## config.mk

```make
export PLATFORM = sky130hd
export DESIGN_NAME = spis_top
export DESIGN_NICKNAME = d
export VERILOG_FILES = /design/src/core/spis_pkg.sv /design/src/core/spis_speed_filter.sv /design/src/core/spis_top.sv
export SDC_FILE = /design/constraint.sdc
export NUM_CORES = 1
export LEC_CHECK = 0
export BUFFER_PORTS_ARGS = -buffer_cell sky130_fd_sc_hd__buf_4
export CAP_MARGIN = 5
export CORE_MARGIN = 2
export CORE_UTILIZATION = 26
export CTS_CLUSTER_SIZE = 8
export DETAILED_ROUTE_END_ITERATION = 6
export HOLD_SLACK_MARGIN = 0.12
export MAX_ROUTING_LAYER = met4
export PLACE_DENSITY_LB_ADDON = 0.1
export SLEW_MARGIN = 20
export SYNTH_ARGS = -nofsm -noshare
export SYNTH_HDL_FRONTEND = slang
export SYNTH_SLANG_ARGS = --single-unit
```

## constraint.sdc

```tcl
create_clock -name clk_i -period 5.75 [get_ports clk_i]
set_input_delay 0 -clock clk_i [delete_from_list [all_inputs] [get_ports clk_i]]
set_output_delay 0 -clock clk_i [all_outputs]
set_load 0.1 [all_outputs]
```

## src/core/spis_pkg.sv

```systemverilog
package spis_pkg;
    // Clock and filter sample timing.
    localparam int CLK_HZ        = 40_000_000;
    localparam int CYC_PER_US    = CLK_HZ / 1_000_000;
    localparam int TICK_US       = 25;
    localparam int TICK_CYC      = TICK_US * CYC_PER_US;
    localparam int GAIN_FRAC     = 20;
    localparam int GAIN_W        = 16;
    // Speed filter time constants per dial position.
    localparam int TAU_MS [16]   = '{0, 1, 2, 3, 5, 7, 10, 20, 30, 50, 70, 100, 120, 150, 170, 200};
    // Alarm indicator timing.
    localparam int BLINK_ON_MS   = 200;
    localparam int BLINK_GAP_MS  = 1200;
    localparam int BLINK_ON_CYC  = BLINK_ON_MS * (CLK_HZ / 1000);
    localparam int BLINK_GAP_CYC = BLINK_GAP_MS * (CLK_HZ / 1000);
    localparam logic [3:0] ALM_THERMAL_BLINKS = 4'h3;
    // Settle time before the switch capture.
    localparam logic [2:0] CFG_SETTLE = 3'h4;
    // Values shown before the switches are captured.
    localparam logic [3:0] SW_BANK_RST  = 4'h0;
    localparam logic [3:0] CUR_DIAL_RST = 4'hF;
    localparam logic [3:0] FIL_DIAL_RST = 4'h1;
    // Register byte offsets.
    localparam logic [7:0] REG_STATUS    = 8'h00;
    localparam logic [7:0] REG_IRQ_CLEAR = 8'h04;
    localparam logic [7:0] REG_IRQ_EN    = 8'h08;
    localparam logic [7:0] REG_CONFIG    = 8'h0C;
    localparam logic [7:0] REG_POSITION  = 8'h10;
    localparam logic [7:0] REG_CONTROL   = 8'h14;
    localparam logic [31:0] IRQ_EN_RST   = 32'h0000_0000;
    // Status bit positions.
    localparam int ST_THERMAL  = 0;
    localparam int ST_IGNORED  = 1;
    localparam int ST_CONFLICT = 2;
    localparam int ST_W        = 3;
    // Control bit positions.
    localparam int CT_ALARM_RESET = 0;
    localparam int CT_INHIBIT     = 1;
    // Blink sequencer states.
    typedef enum logic [3:0] {
        BLK_IDLE = 4'h1,
        BLK_ON   = 4'h2,
        BLK_OFF  = 4'h4,
        BLK_GAP  = 4'h8
    } spis_blink_type;

    // Filter gain per sample tick, scaled by two to the GAIN_FRAC.
    function automatic int spis_gain(input int tau_ms);
        if (tau_ms == 0) begin
            return 0;
        end
        return ((1 << GAIN_FRAC) * TICK_US) / (tau_ms * 1000);
    endfunction : spis_gain
endpackage : spis_pkg

```

## src/core/spis_speed_filter.sv

```systemverilog
`timescale 1ns/100ps
`default_nettype none
module spis_speed_filter #(
    parameter int POS_W = 32
) (
    input  wire logic                      clk_i,
    input  wire logic                      sys_rst_i,
    input  wire logic                      ce_i,
    input  wire logic                      step_i,
    input  wire logic                      dir_i,
    input  wire logic                      tick_i,
    input  wire logic                      bypass_i,
    input  wire logic [spis_pkg::GAIN_W-1:0] gain_i,
    output logic                           step_o,
    output logic                           dir_o,
    output logic [POS_W-1:0]               pos_o
);
    import spis_pkg::*;

    localparam int FW = POS_W + GAIN_FRAC;

    logic signed [POS_W-1:0]    cmd_pos;
    logic signed [POS_W-1:0]    out_pos;
    logic signed [FW-1:0]       filt_pos;
    logic signed [FW-1:0]       diff;
    logic signed [FW+GAIN_W:0]  prod;
    logic signed [POS_W-1:0]    target;

    // Commanded position follows every accepted step.
    always_ff @(posedge clk_i) begin
        if (sys_rst_i) begin
            cmd_pos <= '0;
        end else if (ce_i && step_i) begin
            cmd_pos <= dir_i ? cmd_pos + 1'b1 : cmd_pos - 1'b1;
        end
    end

    // A first-order lag on position is the same lag on step rate.
    assign diff = {cmd_pos, {GAIN_FRAC{1'b0}}} - filt_pos;
    assign prod = diff * $signed({1'b0, gain_i});

    // Filtered position; zero constant tracks the command exactly.
    always_ff @(posedge clk_i) begin
        if (sys_rst_i) begin
            filt_pos <= '0;
        end else if (ce_i) begin
            if (bypass_i) begin
                filt_pos <= {cmd_pos, {GAIN_FRAC{1'b0}}};
            end else if (tick_i) begin
                filt_pos <= filt_pos + prod[FW+GAIN_FRAC-1:GAIN_FRAC];
            end
        end
    end

    // Rounded filtered position is the target for the step generator.
    assign target = filt_pos[FW-1:GAIN_FRAC] + {{(POS_W-1){1'b0}}, filt_pos[GAIN_FRAC-1]};

    // At most one output step per clock.
    always_ff @(posedge clk_i) begin
        if (sys_rst_i) begin
            out_pos <= '0;
            step_o  <= 1'b0;
            dir_o   <= 1'b1;
        end else if (ce_i) begin
            if (out_pos != target) begin
                step_o  <= 1'b1;
                dir_o   <= target > out_pos;
                out_pos <= (target > out_pos) ? out_pos + 1'b1 : out_pos - 1'b1;
            end else begin
                step_o <= 1'b0;
            end
        end
    end

    assign pos_o = out_pos;
endmodule : spis_speed_filter
`default_nettype wire

```

## src/core/spis_top.sv

```systemverilog
`timescale 1ns/100ps
`default_nettype none
module spis_top #(
    parameter int RES_0         = 1000,
    parameter int RES_1         = 500,
    parameter int RES_2         = 10000,
    parameter int RES_3         = 5000,
    parameter int POS_W         = 32,
    parameter int BLINK_ON_CYC  = spis_pkg::BLINK_ON_CYC,
    parameter int BLINK_GAP_CYC = spis_pkg::BLINK_GAP_CYC
) (
    input  wire logic        clk_i,
    input  wire logic        sys_rst_i,
    input  wire logic        ce_i,
    input  wire logic        step_pulse_input_i,
    input  wire logic        direction_input_i,
    input  wire logic        forward_pulse_input_i,
    input  wire logic        reverse_pulse_input_i,
    input  wire logic        resolution_select_i,
    input  wire logic        excitation_on_i,
    input  wire logic        thermal_input_b_i,
    input  wire logic [3:0]  setting_switch_bank_i,
    input  wire logic [3:0]  current_dial_i,
    input  wire logic [3:0]  speed_filter_dial_i,
    input  wire logic        hsel_i,
    input  wire logic [31:0] haddr_i,
    input  wire logic [1:0]  htrans_i,
    input  wire logic        hwrite_i,
    input  wire logic [2:0]  hsize_i,
    input  wire logic [31:0] hwdata_i,
    input  wire logic        hready_i,
    output logic [31:0]      hrdata_o,
    output logic             hreadyout_o,
    output logic             hresp_o,
    output logic             thermal_input_a_o,
    output logic             motor_step_o,
    output logic             motor_dir_o,
    output logic             motor_enable_o,
    output logic [4:0]       current_rate_o,
    output logic [31:0]      resolution_o,
    output logic             alarm_led_o,
    output logic             irq_o
);
    import spis_pkg::*;

    localparam int NPIN = 19;
    localparam int P_STEP = 0;
    localparam int P_DIR  = 1;
    localparam int P_FWD  = 2;
    localparam int P_REV  = 3;
    localparam int P_THM  = 4;
    localparam int P_EXC  = 5;
    localparam int P_RSEL = 6;
    localparam int P_SW   = 7;
    localparam int P_CUR  = 11;
    localparam int P_FIL  = 15;
    localparam int BW     = $clog2(BLINK_GAP_CYC + 1);
    localparam int TW     = $clog2(TICK_CYC + 1);

    // Byte offset to word slot; 7 marks an unmapped address.
    function automatic logic [2:0] spis_word(input logic [7:0] addr);
        case (addr)
            REG_STATUS:    spis_word = 3'h0;
            REG_IRQ_CLEAR: spis_word = 3'h1;
            REG_IRQ_EN:    spis_word = 3'h2;
            REG_CONFIG:    spis_word = 3'h3;
            REG_POSITION:  spis_word = 3'h4;
            REG_CONTROL:   spis_word = 3'h5;
            default:       spis_word = 3'h7;
        endcase
    endfunction : spis_word

    logic [NPIN-1:0]  pin_raw;
    logic [NPIN-1:0]  sync1;
    logic [NPIN-1:0]  sync2;
    logic [NPIN-1:0]  sync3;
    logic [NPIN-1:0]  pin_q;
    logic [NPIN-1:0]  pin_d;
    logic [NPIN-1:0]  rise;
    logic [2:0]       settle;
    logic             cfg_done;
    logic [3:0]       sw_bank;
    logic [3:0]       cur_dial;
    logic [3:0]       fil_dial;
    logic [1:0]       res_idx;
    logic             alarm;
    logic             inhibit;
    logic             alarm_reset;
    logic             step_evt;
    logic             step_dir;
    logic             pulse_seen;
    logic             conflict;
    logic [ST_W-1:0]  events;
    logic [ST_W-1:0]  status;
    logic [31:0]      irq_en;
    logic [ST_W-1:0]  clr_bits;
    logic             ap_take;
    logic             wr_pend;
    logic [2:0]       wr_word;
    logic [TW-1:0]    tick_cnt;
    logic             tick;
    logic [GAIN_W-1:0] gain_tab [16];
    logic [POS_W-1:0] position;
    logic             filt_step;
    logic             filt_dir;
    spis_blink_type   blink_state;
    logic [BW-1:0]    blink_cnt;
    logic [3:0]       blinks_left;

    assign pin_raw = {speed_filter_dial_i, current_dial_i, setting_switch_bank_i,
                      resolution_select_i, excitation_on_i, thermal_input_b_i,
                      reverse_pulse_input_i, forward_pulse_input_i,
                      direction_input_i, step_pulse_input_i};

    // Every pin passes three flops; a level counts once the last two agree.
    for (genvar i = 0; i < NPIN; i++) begin : g_sync
        always_ff @(posedge clk_i) begin
            if (sys_rst_i) begin
                sync1[i] <= 1'b0;
                sync2[i] <= 1'b0;
                sync3[i] <= 1'b0;
                pin_q[i] <= 1'b0;
                pin_d[i] <= 1'b0;
            end else if (ce_i) begin
                sync1[i] <= pin_raw[i];
                sync2[i] <= sync1[i];
                sync3[i] <= sync2[i];
                pin_d[i] <= pin_q[i];
                if (sync2[i] == sync3[i]) begin
                    pin_q[i] <= sync3[i];
                end
            end
        end
    end
    assign rise = pin_q & ~pin_d;

    // Switches are taken once after reset settles; later moves are ignored.
    always_ff @(posedge clk_i) begin
        if (sys_rst_i) begin
            settle   <= '0;
            cfg_done <= 1'b0;
            sw_bank  <= SW_BANK_RST;
            cur_dial <= CUR_DIAL_RST;
            fil_dial <= FIL_DIAL_RST;
        end else if (ce_i && !cfg_done) begin
            settle <= settle + 1'b1;
            if (settle == CFG_SETTLE) begin
                cfg_done <= 1'b1;
                sw_bank  <= pin_q[P_SW+:4];
                cur_dial <= pin_q[P_CUR+:4];
                fil_dial <= pin_q[P_FIL+:4];
            end
        end
    end

    // Select acts as switch 3 ON, so it is moot when 3 is ON.
    assign res_idx = {sw_bank[3], sw_bank[2] | pin_q[P_RSEL]};

    // Settings outputs.
    always_ff @(posedge clk_i) begin
        if (sys_rst_i) begin
            resolution_o   <= 32'h0000_0000;
            current_rate_o <= 5'h00;
        end else if (ce_i) begin
            case (res_idx)
                2'h0:    resolution_o <= 32'(RES_0);
                2'h1:    resolution_o <= 32'(RES_1);
                2'h2:    resolution_o <= 32'(RES_2);
                default: resolution_o <= 32'(RES_3);
            endcase
            current_rate_o <= {1'b0, cur_dial} + 5'h01;
        end
    end

    // Thermal loop is fed from one terminal and sensed on the other.
    assign thermal_input_a_o = 1'b1;

    // Alarm latches on an open loop and clears only by software once closed.
    always_ff @(posedge clk_i) begin
        if (sys_rst_i) begin
            alarm <= 1'b0;
        end else if (ce_i && cfg_done) begin
            if (!pin_q[P_THM]) begin
                alarm <= 1'b1;
            end else if (alarm_reset) begin
                alarm <= 1'b0;
            end
        end
    end

    // Drive is allowed only when configured, excited and free of alarms.
    always_ff @(posedge clk_i) begin
        if (sys_rst_i) begin
            motor_enable_o <= 1'b0;
        end else if (ce_i) begin
            motor_enable_o <= cfg_done & pin_q[P_EXC] & ~alarm & ~inhibit;
        end
    end

    // Pulse decode; coincident forward and reverse edges cancel out.
    always_comb begin
        conflict = 1'b0;
        if (sw_bank[0]) begin
            pulse_seen = rise[P_STEP];
            step_dir   = pin_q[P_DIR];
        end else begin
            pulse_seen = rise[P_FWD] | rise[P_REV];
            step_dir   = rise[P_FWD];
            conflict   = rise[P_FWD] & rise[P_REV];
        end
        step_evt = pulse_seen & ~conflict & motor_enable_o;
    end

    assign events[ST_THERMAL]  = cfg_done & ~pin_q[P_THM];
    assign events[ST_IGNORED]  = pulse_seen & ~motor_enable_o;
    assign events[ST_CONFLICT] = conflict;

    // Filter sample tick.
    always_ff @(posedge clk_i) begin
        if (sys_rst_i) begin
            tick_cnt <= '0;
            tick     <= 1'b0;
        end else if (ce_i) begin
            tick     <= tick_cnt == TW'(TICK_CYC - 1);
            tick_cnt <= (tick_cnt == TW'(TICK_CYC - 1)) ? '0 : tick_cnt + 1'b1;
        end
    end

    // Gains follow the time constant table; position 0 yields the bypass.
    for (genvar g = 0; g < 16; g++) begin : g_gain
        assign gain_tab[g] = GAIN_W'(spis_gain(TAU_MS[g]));
    end

    spis_speed_filter #(
        .POS_W (POS_W)
    ) u_filter (
        .clk_i     (clk_i),
        .sys_rst_i (sys_rst_i),
        .ce_i      (ce_i),
        .step_i    (step_evt),
        .dir_i     (step_dir),
        .tick_i    (tick),
        .bypass_i  (fil_dial == 4'h0),
        .gain_i    (gain_tab[fil_dial]),
        .step_o    (filt_step),
        .dir_o     (filt_dir),
        .pos_o     (position)
    );

    // Filtered steps still stop at once when drive is withdrawn.
    assign motor_step_o = filt_step & motor_enable_o;
    assign motor_dir_o  = filt_dir;

    // Blink the cause count, then a long gap, for as long as the alarm stands.
    always_ff @(posedge clk_i) begin
        if (sys_rst_i) begin
            blink_state <= BLK_IDLE;
            blink_cnt   <= '0;
            blinks_left <= 4'h0;
            alarm_led_o <= 1'b0;
        end else if (ce_i) begin
            case (blink_state)
                BLK_IDLE: begin
                    alarm_led_o <= 1'b0;
                    if (alarm) begin
                        blink_state <= BLK_ON;
                        blink_cnt   <= BW'(BLINK_ON_CYC - 1);
                        blinks_left <= ALM_THERMAL_BLINKS;
                        alarm_led_o <= 1'b1;
                    end
                end
                BLK_ON: begin
                    if (blink_cnt != '0) begin
                        blink_cnt <= blink_cnt - 1'b1;
                    end else begin
                        alarm_led_o <= 1'b0;
                        blinks_left <= blinks_left - 1'b1;
                        blink_state <= (blinks_left == 4'h1) ? BLK_GAP : BLK_OFF;
                        blink_cnt   <= (blinks_left == 4'h1) ? BW'(BLINK_GAP_CYC - 1)
                                                             : BW'(BLINK_ON_CYC - 1);
                    end
                end
                BLK_OFF, BLK_GAP: begin
                    if (blink_cnt != '0) begin
                        blink_cnt <= blink_cnt - 1'b1;
                    end else if (!alarm) begin
                        blink_state <= BLK_IDLE;
                    end else begin
                        blink_state <= BLK_ON;
                        blink_cnt   <= BW'(BLINK_ON_CYC - 1);
                        alarm_led_o <= 1'b1;
                        if (blink_state == BLK_GAP) begin
                            blinks_left <= ALM_THERMAL_BLINKS;
                        end
                    end
                end
                default: begin
                    blink_state <= BLK_IDLE;
                    alarm_led_o <= 1'b0;
                end
            endcase
        end
    end

    // Bus address phase; only word-sized writes reach the registers, reads of any size are answered.
    assign ap_take     = hsel_i & htrans_i[1] & hready_i;
    assign hreadyout_o = 1'b1;
    assign hresp_o     = 1'b0;

    always_ff @(posedge clk_i) begin
        if (sys_rst_i) begin
            wr_pend  <= 1'b0;
            wr_word  <= 3'h7;
            hrdata_o <= 32'h0000_0000;
        end else if (ce_i) begin
            wr_pend <= ap_take & hwrite_i & (hsize_i == 3'h2);
            wr_word <= spis_word(haddr_i[7:0]);
            if (ap_take && !hwrite_i) begin
                case (spis_word(haddr_i[7:0]))
                    3'h0:    hrdata_o <= 32'(status);
                    3'h2:    hrdata_o <= irq_en;
                    3'h3:    hrdata_o <= {8'h00, ALM_THERMAL_BLINKS, 1'b0, motor_enable_o,
                                          alarm, cfg_done, 2'h0, res_idx, fil_dial,
                                          cur_dial, sw_bank};
                    3'h4:    hrdata_o <= 32'(position);
                    3'h5:    hrdata_o <= {30'h0, inhibit, 1'b0};
                    default: hrdata_o <= 32'h0000_0000;
                endcase
            end
        end
    end

    // Register writes land in the data phase.
    always_ff @(posedge clk_i) begin
        if (sys_rst_i) begin
            irq_en      <= IRQ_EN_RST;
            inhibit     <= 1'b0;
            alarm_reset <= 1'b0;
        end else if (ce_i) begin
            alarm_reset <= wr_pend && wr_word == 3'h5 && hwdata_i[CT_ALARM_RESET];
            if (wr_pend && wr_word == 3'h2) begin
                irq_en <= hwdata_i;
            end
            if (wr_pend && wr_word == 3'h5) begin
                inhibit <= hwdata_i[CT_INHIBIT];
            end
        end
    end

    assign clr_bits = (wr_pend && wr_word == 3'h1) ? hwdata_i[ST_W-1:0] : '0;

    // Sticky status; a new event in the clearing cycle survives the clear.
    always_ff @(posedge clk_i) begin
        if (sys_rst_i) begin
            status <= '0;
            irq_o  <= 1'b0;
        end else if (ce_i) begin
            status <= (status & ~clr_bits) | events;
            irq_o  <= |(status & irq_en[ST_W-1:0]);
        end
    end
endmodule : spis_top
`default_nettype wire

```

; ---- After elaboration in Yosys (flattened, before gate mapping)
; Index checks and enable logic that the tools add are counted.
; W data, S select, Z words.
[op_classes]
n_eq_ne = 48
order_cmp = 1
reduce_logical = 49
bitwise = 26
add_sub_neg = 10
n_mux = 39
[ops]
columns = cell, n
row1 = $pmux W32 S5, 1
row2 = $mux W26, 4
row3 = $pmux W26 S3, 1
row4 = $add A32 B1 Y32 const B, 2
row5 = $mux W32, 2
row6 = $sub A32 B1 Y32 const B, 2
row7 = $reduce_and A2 Y1, 27
row8 = $mux W52, 1
row9 = $pmux W14 S3, 1
row10 = $mux W4, 9
row11 = $add A32 B1 Y32, 1
row12 = $gt A32 B32 Y1, 1
row13 = $ne A32 B32 Y1, 1
row14 = $reduce_bool A26 Y1, 1
row15 = $sub A26 B1 Y26 const B, 1
row16 = $pmux W4 S3, 2
row17 = $eq A1 B1 Y1, 19
row18 = $pmux W3 S6, 1
row19 = $eq A8 B4 Y1 const B, 2
row20 = $eq A8 B5 Y1 const B, 2
row21 = $and A1 B1 Y1, 13
row22 = $eq A3 B2 Y1 const B, 4
row23 = $eq A3 B3 Y1 const B, 4
row24 = $mux W3, 4
row25 = 38 further kinds, 67
[word_totals]
reg_bits = 373
output_inout_bits = 77
word_cells = 281
inputBits = 94

; ---- Longest topological paths before layout
[logic_depth]
word_depth = 8
depth_mapped = 20
depth_no_buf = 20

; ---- Cells and area by module
; From an unflattened synthesis, not the netlist that was laid out.
[unflattened]
hier_cells = 2213
hier_area_um2 = 17999.8
[modules_own_cells]
columns = module, area_each_um2, seq_area_each_um2, instances, cells_per_inst
row1 = spis_top, 10650.2, 4624.4, 1, 1263
row2 = spis_speed_filter, 7349.5, 1961.9, 1, 950

; ---- Least setup slack after synthesis
; No wires, ideal clock.
[synth_timing]
kind = reg2reg
from = reg u_filter.out_pos[31] (netlist: u_filter.pos_o[31])
to = reg u_filter.out_pos[27] (netlist: u_filter.pos_o[27])
path_slack_ns = 0.839
t_arrival_ns = 4.791
t_required_ns = 5.630
synth_period_minus_slack_ns = 4.911
stages_incl_launch_ff = 18
cell_sequence = dfxtp_1 > inv_1 > ha_1 > nand4_1 > nor4_1 > o32a_1 > mux2_2 > nand2_1 > ha_1 > a211oi_1 > o21ai_0 > o2111ai_1 > nand4b_1 > a211oi_1 > o21ai_0 > a311oi_1 > nor4_1 > a211o_1
[synth_between]
elab_chain_len = 2
elab_cells_between_ends = 4
classes_between = order compare: 1 / eq/ne: 1 / mux: 1 / reduce/logical: 1
[synth_rtl]
columns = item, line_no
row1 = "start, declared", spis_speed_filter.sv:23  ; logic signed [POS_W-1:0] out_pos;
row2 = "start signal, assigned", spis_speed_filter.sv:68  ; out_pos <= (target > out_pos) ? out_pos + 1'b1 : out_pos - 1'b1;
row3 = $gt A32 B32 Y1 or $ne A32 B32 Y1 (tied branches), "spis_speed_filter.sv:68, spis_speed_filter.sv:65"
row4 = $mux W32 or $reduce_and A2 Y1 (tied branches), -
; Several ways; a longest one is shown, not always the timed one.
; A chain may end at the register's enable or synchronous reset.

; ---- Worst setup path in the final report
[layout_timing]
from = reg u_filter.out_pos[31] (netlist: u_filter.pos_o[31])
to = reg u_filter.out_pos[28] (netlist: u_filter.pos_o[28])
; The elaborated chain is that of the path after synthesis.

==> metrics <==
outcome=finished clean; Reg clk slew, reported paths=0.05 ns; CTS root buf=clkbuf_16; fin cells=3,197; Worst-Margin Slew=approximately 1.1 ns; crit path max fanout=18; mapped cell area=~17,000 um^2; per-cell routed wire length=between 15 and 20 um; fin util=around a third; Tot GR Track Use=approximately 16%; Seq/Total Area, Yosys=roughly two fifths; number of buffers created by CTS=47; Hold WC Path Type=primary input to register; die width=between 200 and 300 um; Starting Density=between 20% and 30%; vias in the first global route=14,900; commonest non-fill, non-tap cells in the layout=nand2_1, dfxtp_1, a21oi_1; Vias=~15,000; Reg area=roughly 6600 um^2; initial antenna violation count=1; crit path launch type=register; row cnt=94; placed cells=just over 3,000; Ant. Diodes=0; Mean Syn Cell Area=between 7 and 8 um^2; global placer's final weighted congestion=roughly 0.85; commonest non-fill, non-tap cell in the layout=nand2_1; Clock Latency Late Sink=0.59 ns; max_cap viols=0; layout cells sized above 1=10.0%; post-synth cell types=approximately 70; RSZ-0062 raised after global routing=no; residual DRC count=0; Slew HR=between 20% and 30%; Multi-input gate area=roughly 10000 um^2; die footprint=approximately 69,000 um^2; DR vias/cell=just under 5; Synth Register Bits=around 330; Fin. Hold Viols=0; P&R area growth vs syn=21.4%; final worst-path cycle share=92.5%; first-pass GRT wire length=approximately 84,000 um; Final Critical Period=~5.3 ns; DRT Wirelength=between 50,000 and 60,000 um; PwrDens=roughly 360 nW/um^2; TritonCTS Sinks=329; Layout fillers=6,981; Mapped Cells=between 2,000 and 2,500; CTS tree=built; CP Capture Type=register; Max clock buf depth=3; Yosys Warn Count=0; post-route ant nets=0; core area=approximately 66,000 um^2; Max Slew Vio Count=0; maximum VDD drop=205 uV; DR iter-0 viols=~970; Final TNS setup=0 ns; first drt pass iteration count=5; PortBufs=between 100 and 150; Worst Path Arrival=5.83 ns; hpwl dp=~37,000 um; final setup fails=0; FFs w/ async S/R, synth=0%; worst path required time=approximately 6.3 ns; die height=262 um; EDFF count, synth=0; GRT overflow=0; Setup CP Type=register to register; top_reg_cell synth=dfxtp_1; largest net degree at the start of global routing=just under 90; Nets=roughly 2,500; fmax=~0.19 GHz; Static Leakage=approximately 8.6 nW; Worst Skew=approximately 0.018 ns; Post-CTS Setup Bufs=0; Clock H-tree levels=2; I/O pin total=171
## per-stage QoR
step           power, mW  area (um^2)  setup WS (ns)  hold WS (ns)
4_1_cts             7.63        21000          0.312         0.136
2_1_floorplan       4.43        17400          0.839         0.136
6_report            7.53        21000          0.434         0.143
3_3_place_gp        5.00        19000          0.416         0.237
3_5_place_dp        5.00        19000          0.345         0.243
5_1_grt             8.03        21000         0.0608         0.188
## cells by family after synthesis
logic type               share of synthesized area, %
AND/OR/NAND/NOR                                  18.9
AO/OA/AOI/OAI                                    21.4
flip-flops                                       38.1
buffers and inverters                            5.29
adder cells (fa/ha/maj)                          7.97
multiplexers                                     4.57
XOR/XNOR                                         3.75
other                                          0.0434
## final cells by class
type / instances / share of cell area [%]
clock buffer: 54 / 5.73
clock inverter: 3 / 0.232
inverter: 78 / 1.39
multi-input combinational: 1646 / 47.2
sequential: 329 / 31.4
tap: 864 / 5.15
timing repair buffer: 223 / 8.90
## power by group
group	switching, mW	leakage, nW	internal, mW	total [mW]
Sequential	0.141	2.67	2.41	2.55
Clock	1.05	0.612	1.46	2.51
Combinational	1.45	5.32	1.02	2.47
Total	2.64	8.59	4.89	7.53
## repair_timing
| action | 4_1_cts | 5_1_grt |
|---|---|---|
| endpoints found under the hold margin | 138 | 0 |
| hold buffers | 73 | 0 |
| resized for setup | 0 | 1 |
| endpoints found under the setup margin | 0 | 1 |
## path summary, 6_finish.rpt
path / start / to / slack [ns] / depth (start not counted)
worst min-delay path: haddr_i[6] / wr_word[1] / 0.14 / 7
worst max register to register: u_filter.pos_o[31] / u_filter.pos_o[28] / 0.43 / 19
worst min register to register: sync3[1] / pin_q[1] / 0.45 / 2
worst max-delay path: u_filter.pos_o[31] / u_filter.pos_o[28] / 0.43 / 19
## synthesized netlist by cell type (7+ instances only)
| library cell | instances | share of area (%) |
|---|---|---|
| nand3_1 | 29 | 0.84 |
| buf_4 | 26 | 1.1 |
| nor2_1 | 235 | 5.1 |
| nand3b_1 | 8 | 0.35 |
| o21a_1 | 7 | 0.30 |
| o22ai_1 | 11 | 0.40 |
| nor4_1 | 12 | 0.43 |
| and2_1 | 9 | 0.33 |
| a21o_1 | 44 | 1.9 |
| nand2b_1 | 7 | 0.25 |
| o211ai_1 | 11 | 0.48 |
| dfxtp_1 | 329 | 38 |
| mux2i_1 | 71 | 4.1 |
| ha_1 | 107 | 7.7 |
| o21ai_0 | 122 | 3.5 |
| inv_1 | 78 | 1.7 |
| a22oi_1 | 52 | 2.3 |
| a31oi_1 | 13 | 0.47 |
| nand4_1 | 20 | 0.72 |
| o21bai_1 | 10 | 0.43 |
| xor2_1 | 34 | 1.7 |
| or3_1 | 11 | 0.40 |
| nor3_1 | 27 | 0.78 |
| buf_1 | 9 | 0.20 |
| a22o_1 | 17 | 0.86 |
| nand2_1 | 345 | 7.5 |
| mux2_2 | 7 | 0.46 |
| clkbuf_1 | 102 | 2.2 |
| xnor2_1 | 40 | 2.0 |
| a211oi_1 | 26 | 1.1 |
| a21oi_1 | 243 | 7.0 |
| and3_1 | 15 | 0.54 |
## flip-flops by register name (all words and copies together), names as in the netlist, 5 cells and up
register	cells
irq_en	32
current_rate_o	5
u_filter.filt_pos	32
blink_cnt	26
tick_cnt	10
hrdata_o	32
sync2	19
sync1	19
u_filter.pos_o	32
pin_q	19
u_filter.cmd_pos	32
resolution_o	9
sync3	19
## worst max-delay path: stages, from the launching register on
cell and delay [ns]:
dfxtp_1 0.40, inv_1 0.13, ha_1 0.40, nand4_1 0.16, nor4_2 0.40, o32a_1 0.27
mux2_2 0.42, nand2_1 0.23, buf_4 0.23, buf_4 0.28, ha_1 0.34, a21o_1 0.22
a21o_1 0.18, a21oi_1 0.19, o21ai_0 0.10, a31o_2 0.25, o21ai_0 0.34, o21ai_0 0.24
a311o_1 0.39, nand3_1 0.06
## metal layers
layer  GRT usage, %  vias up  part of all wire, %
li1               -     7851                    -
met1           21.4     7216                   49
met2           25.3      229                   46
met3           2.40       64                  3.5
met4           3.88        0                  2.0
met5              -        -                    0
Power figures use the tool's default switching activity.
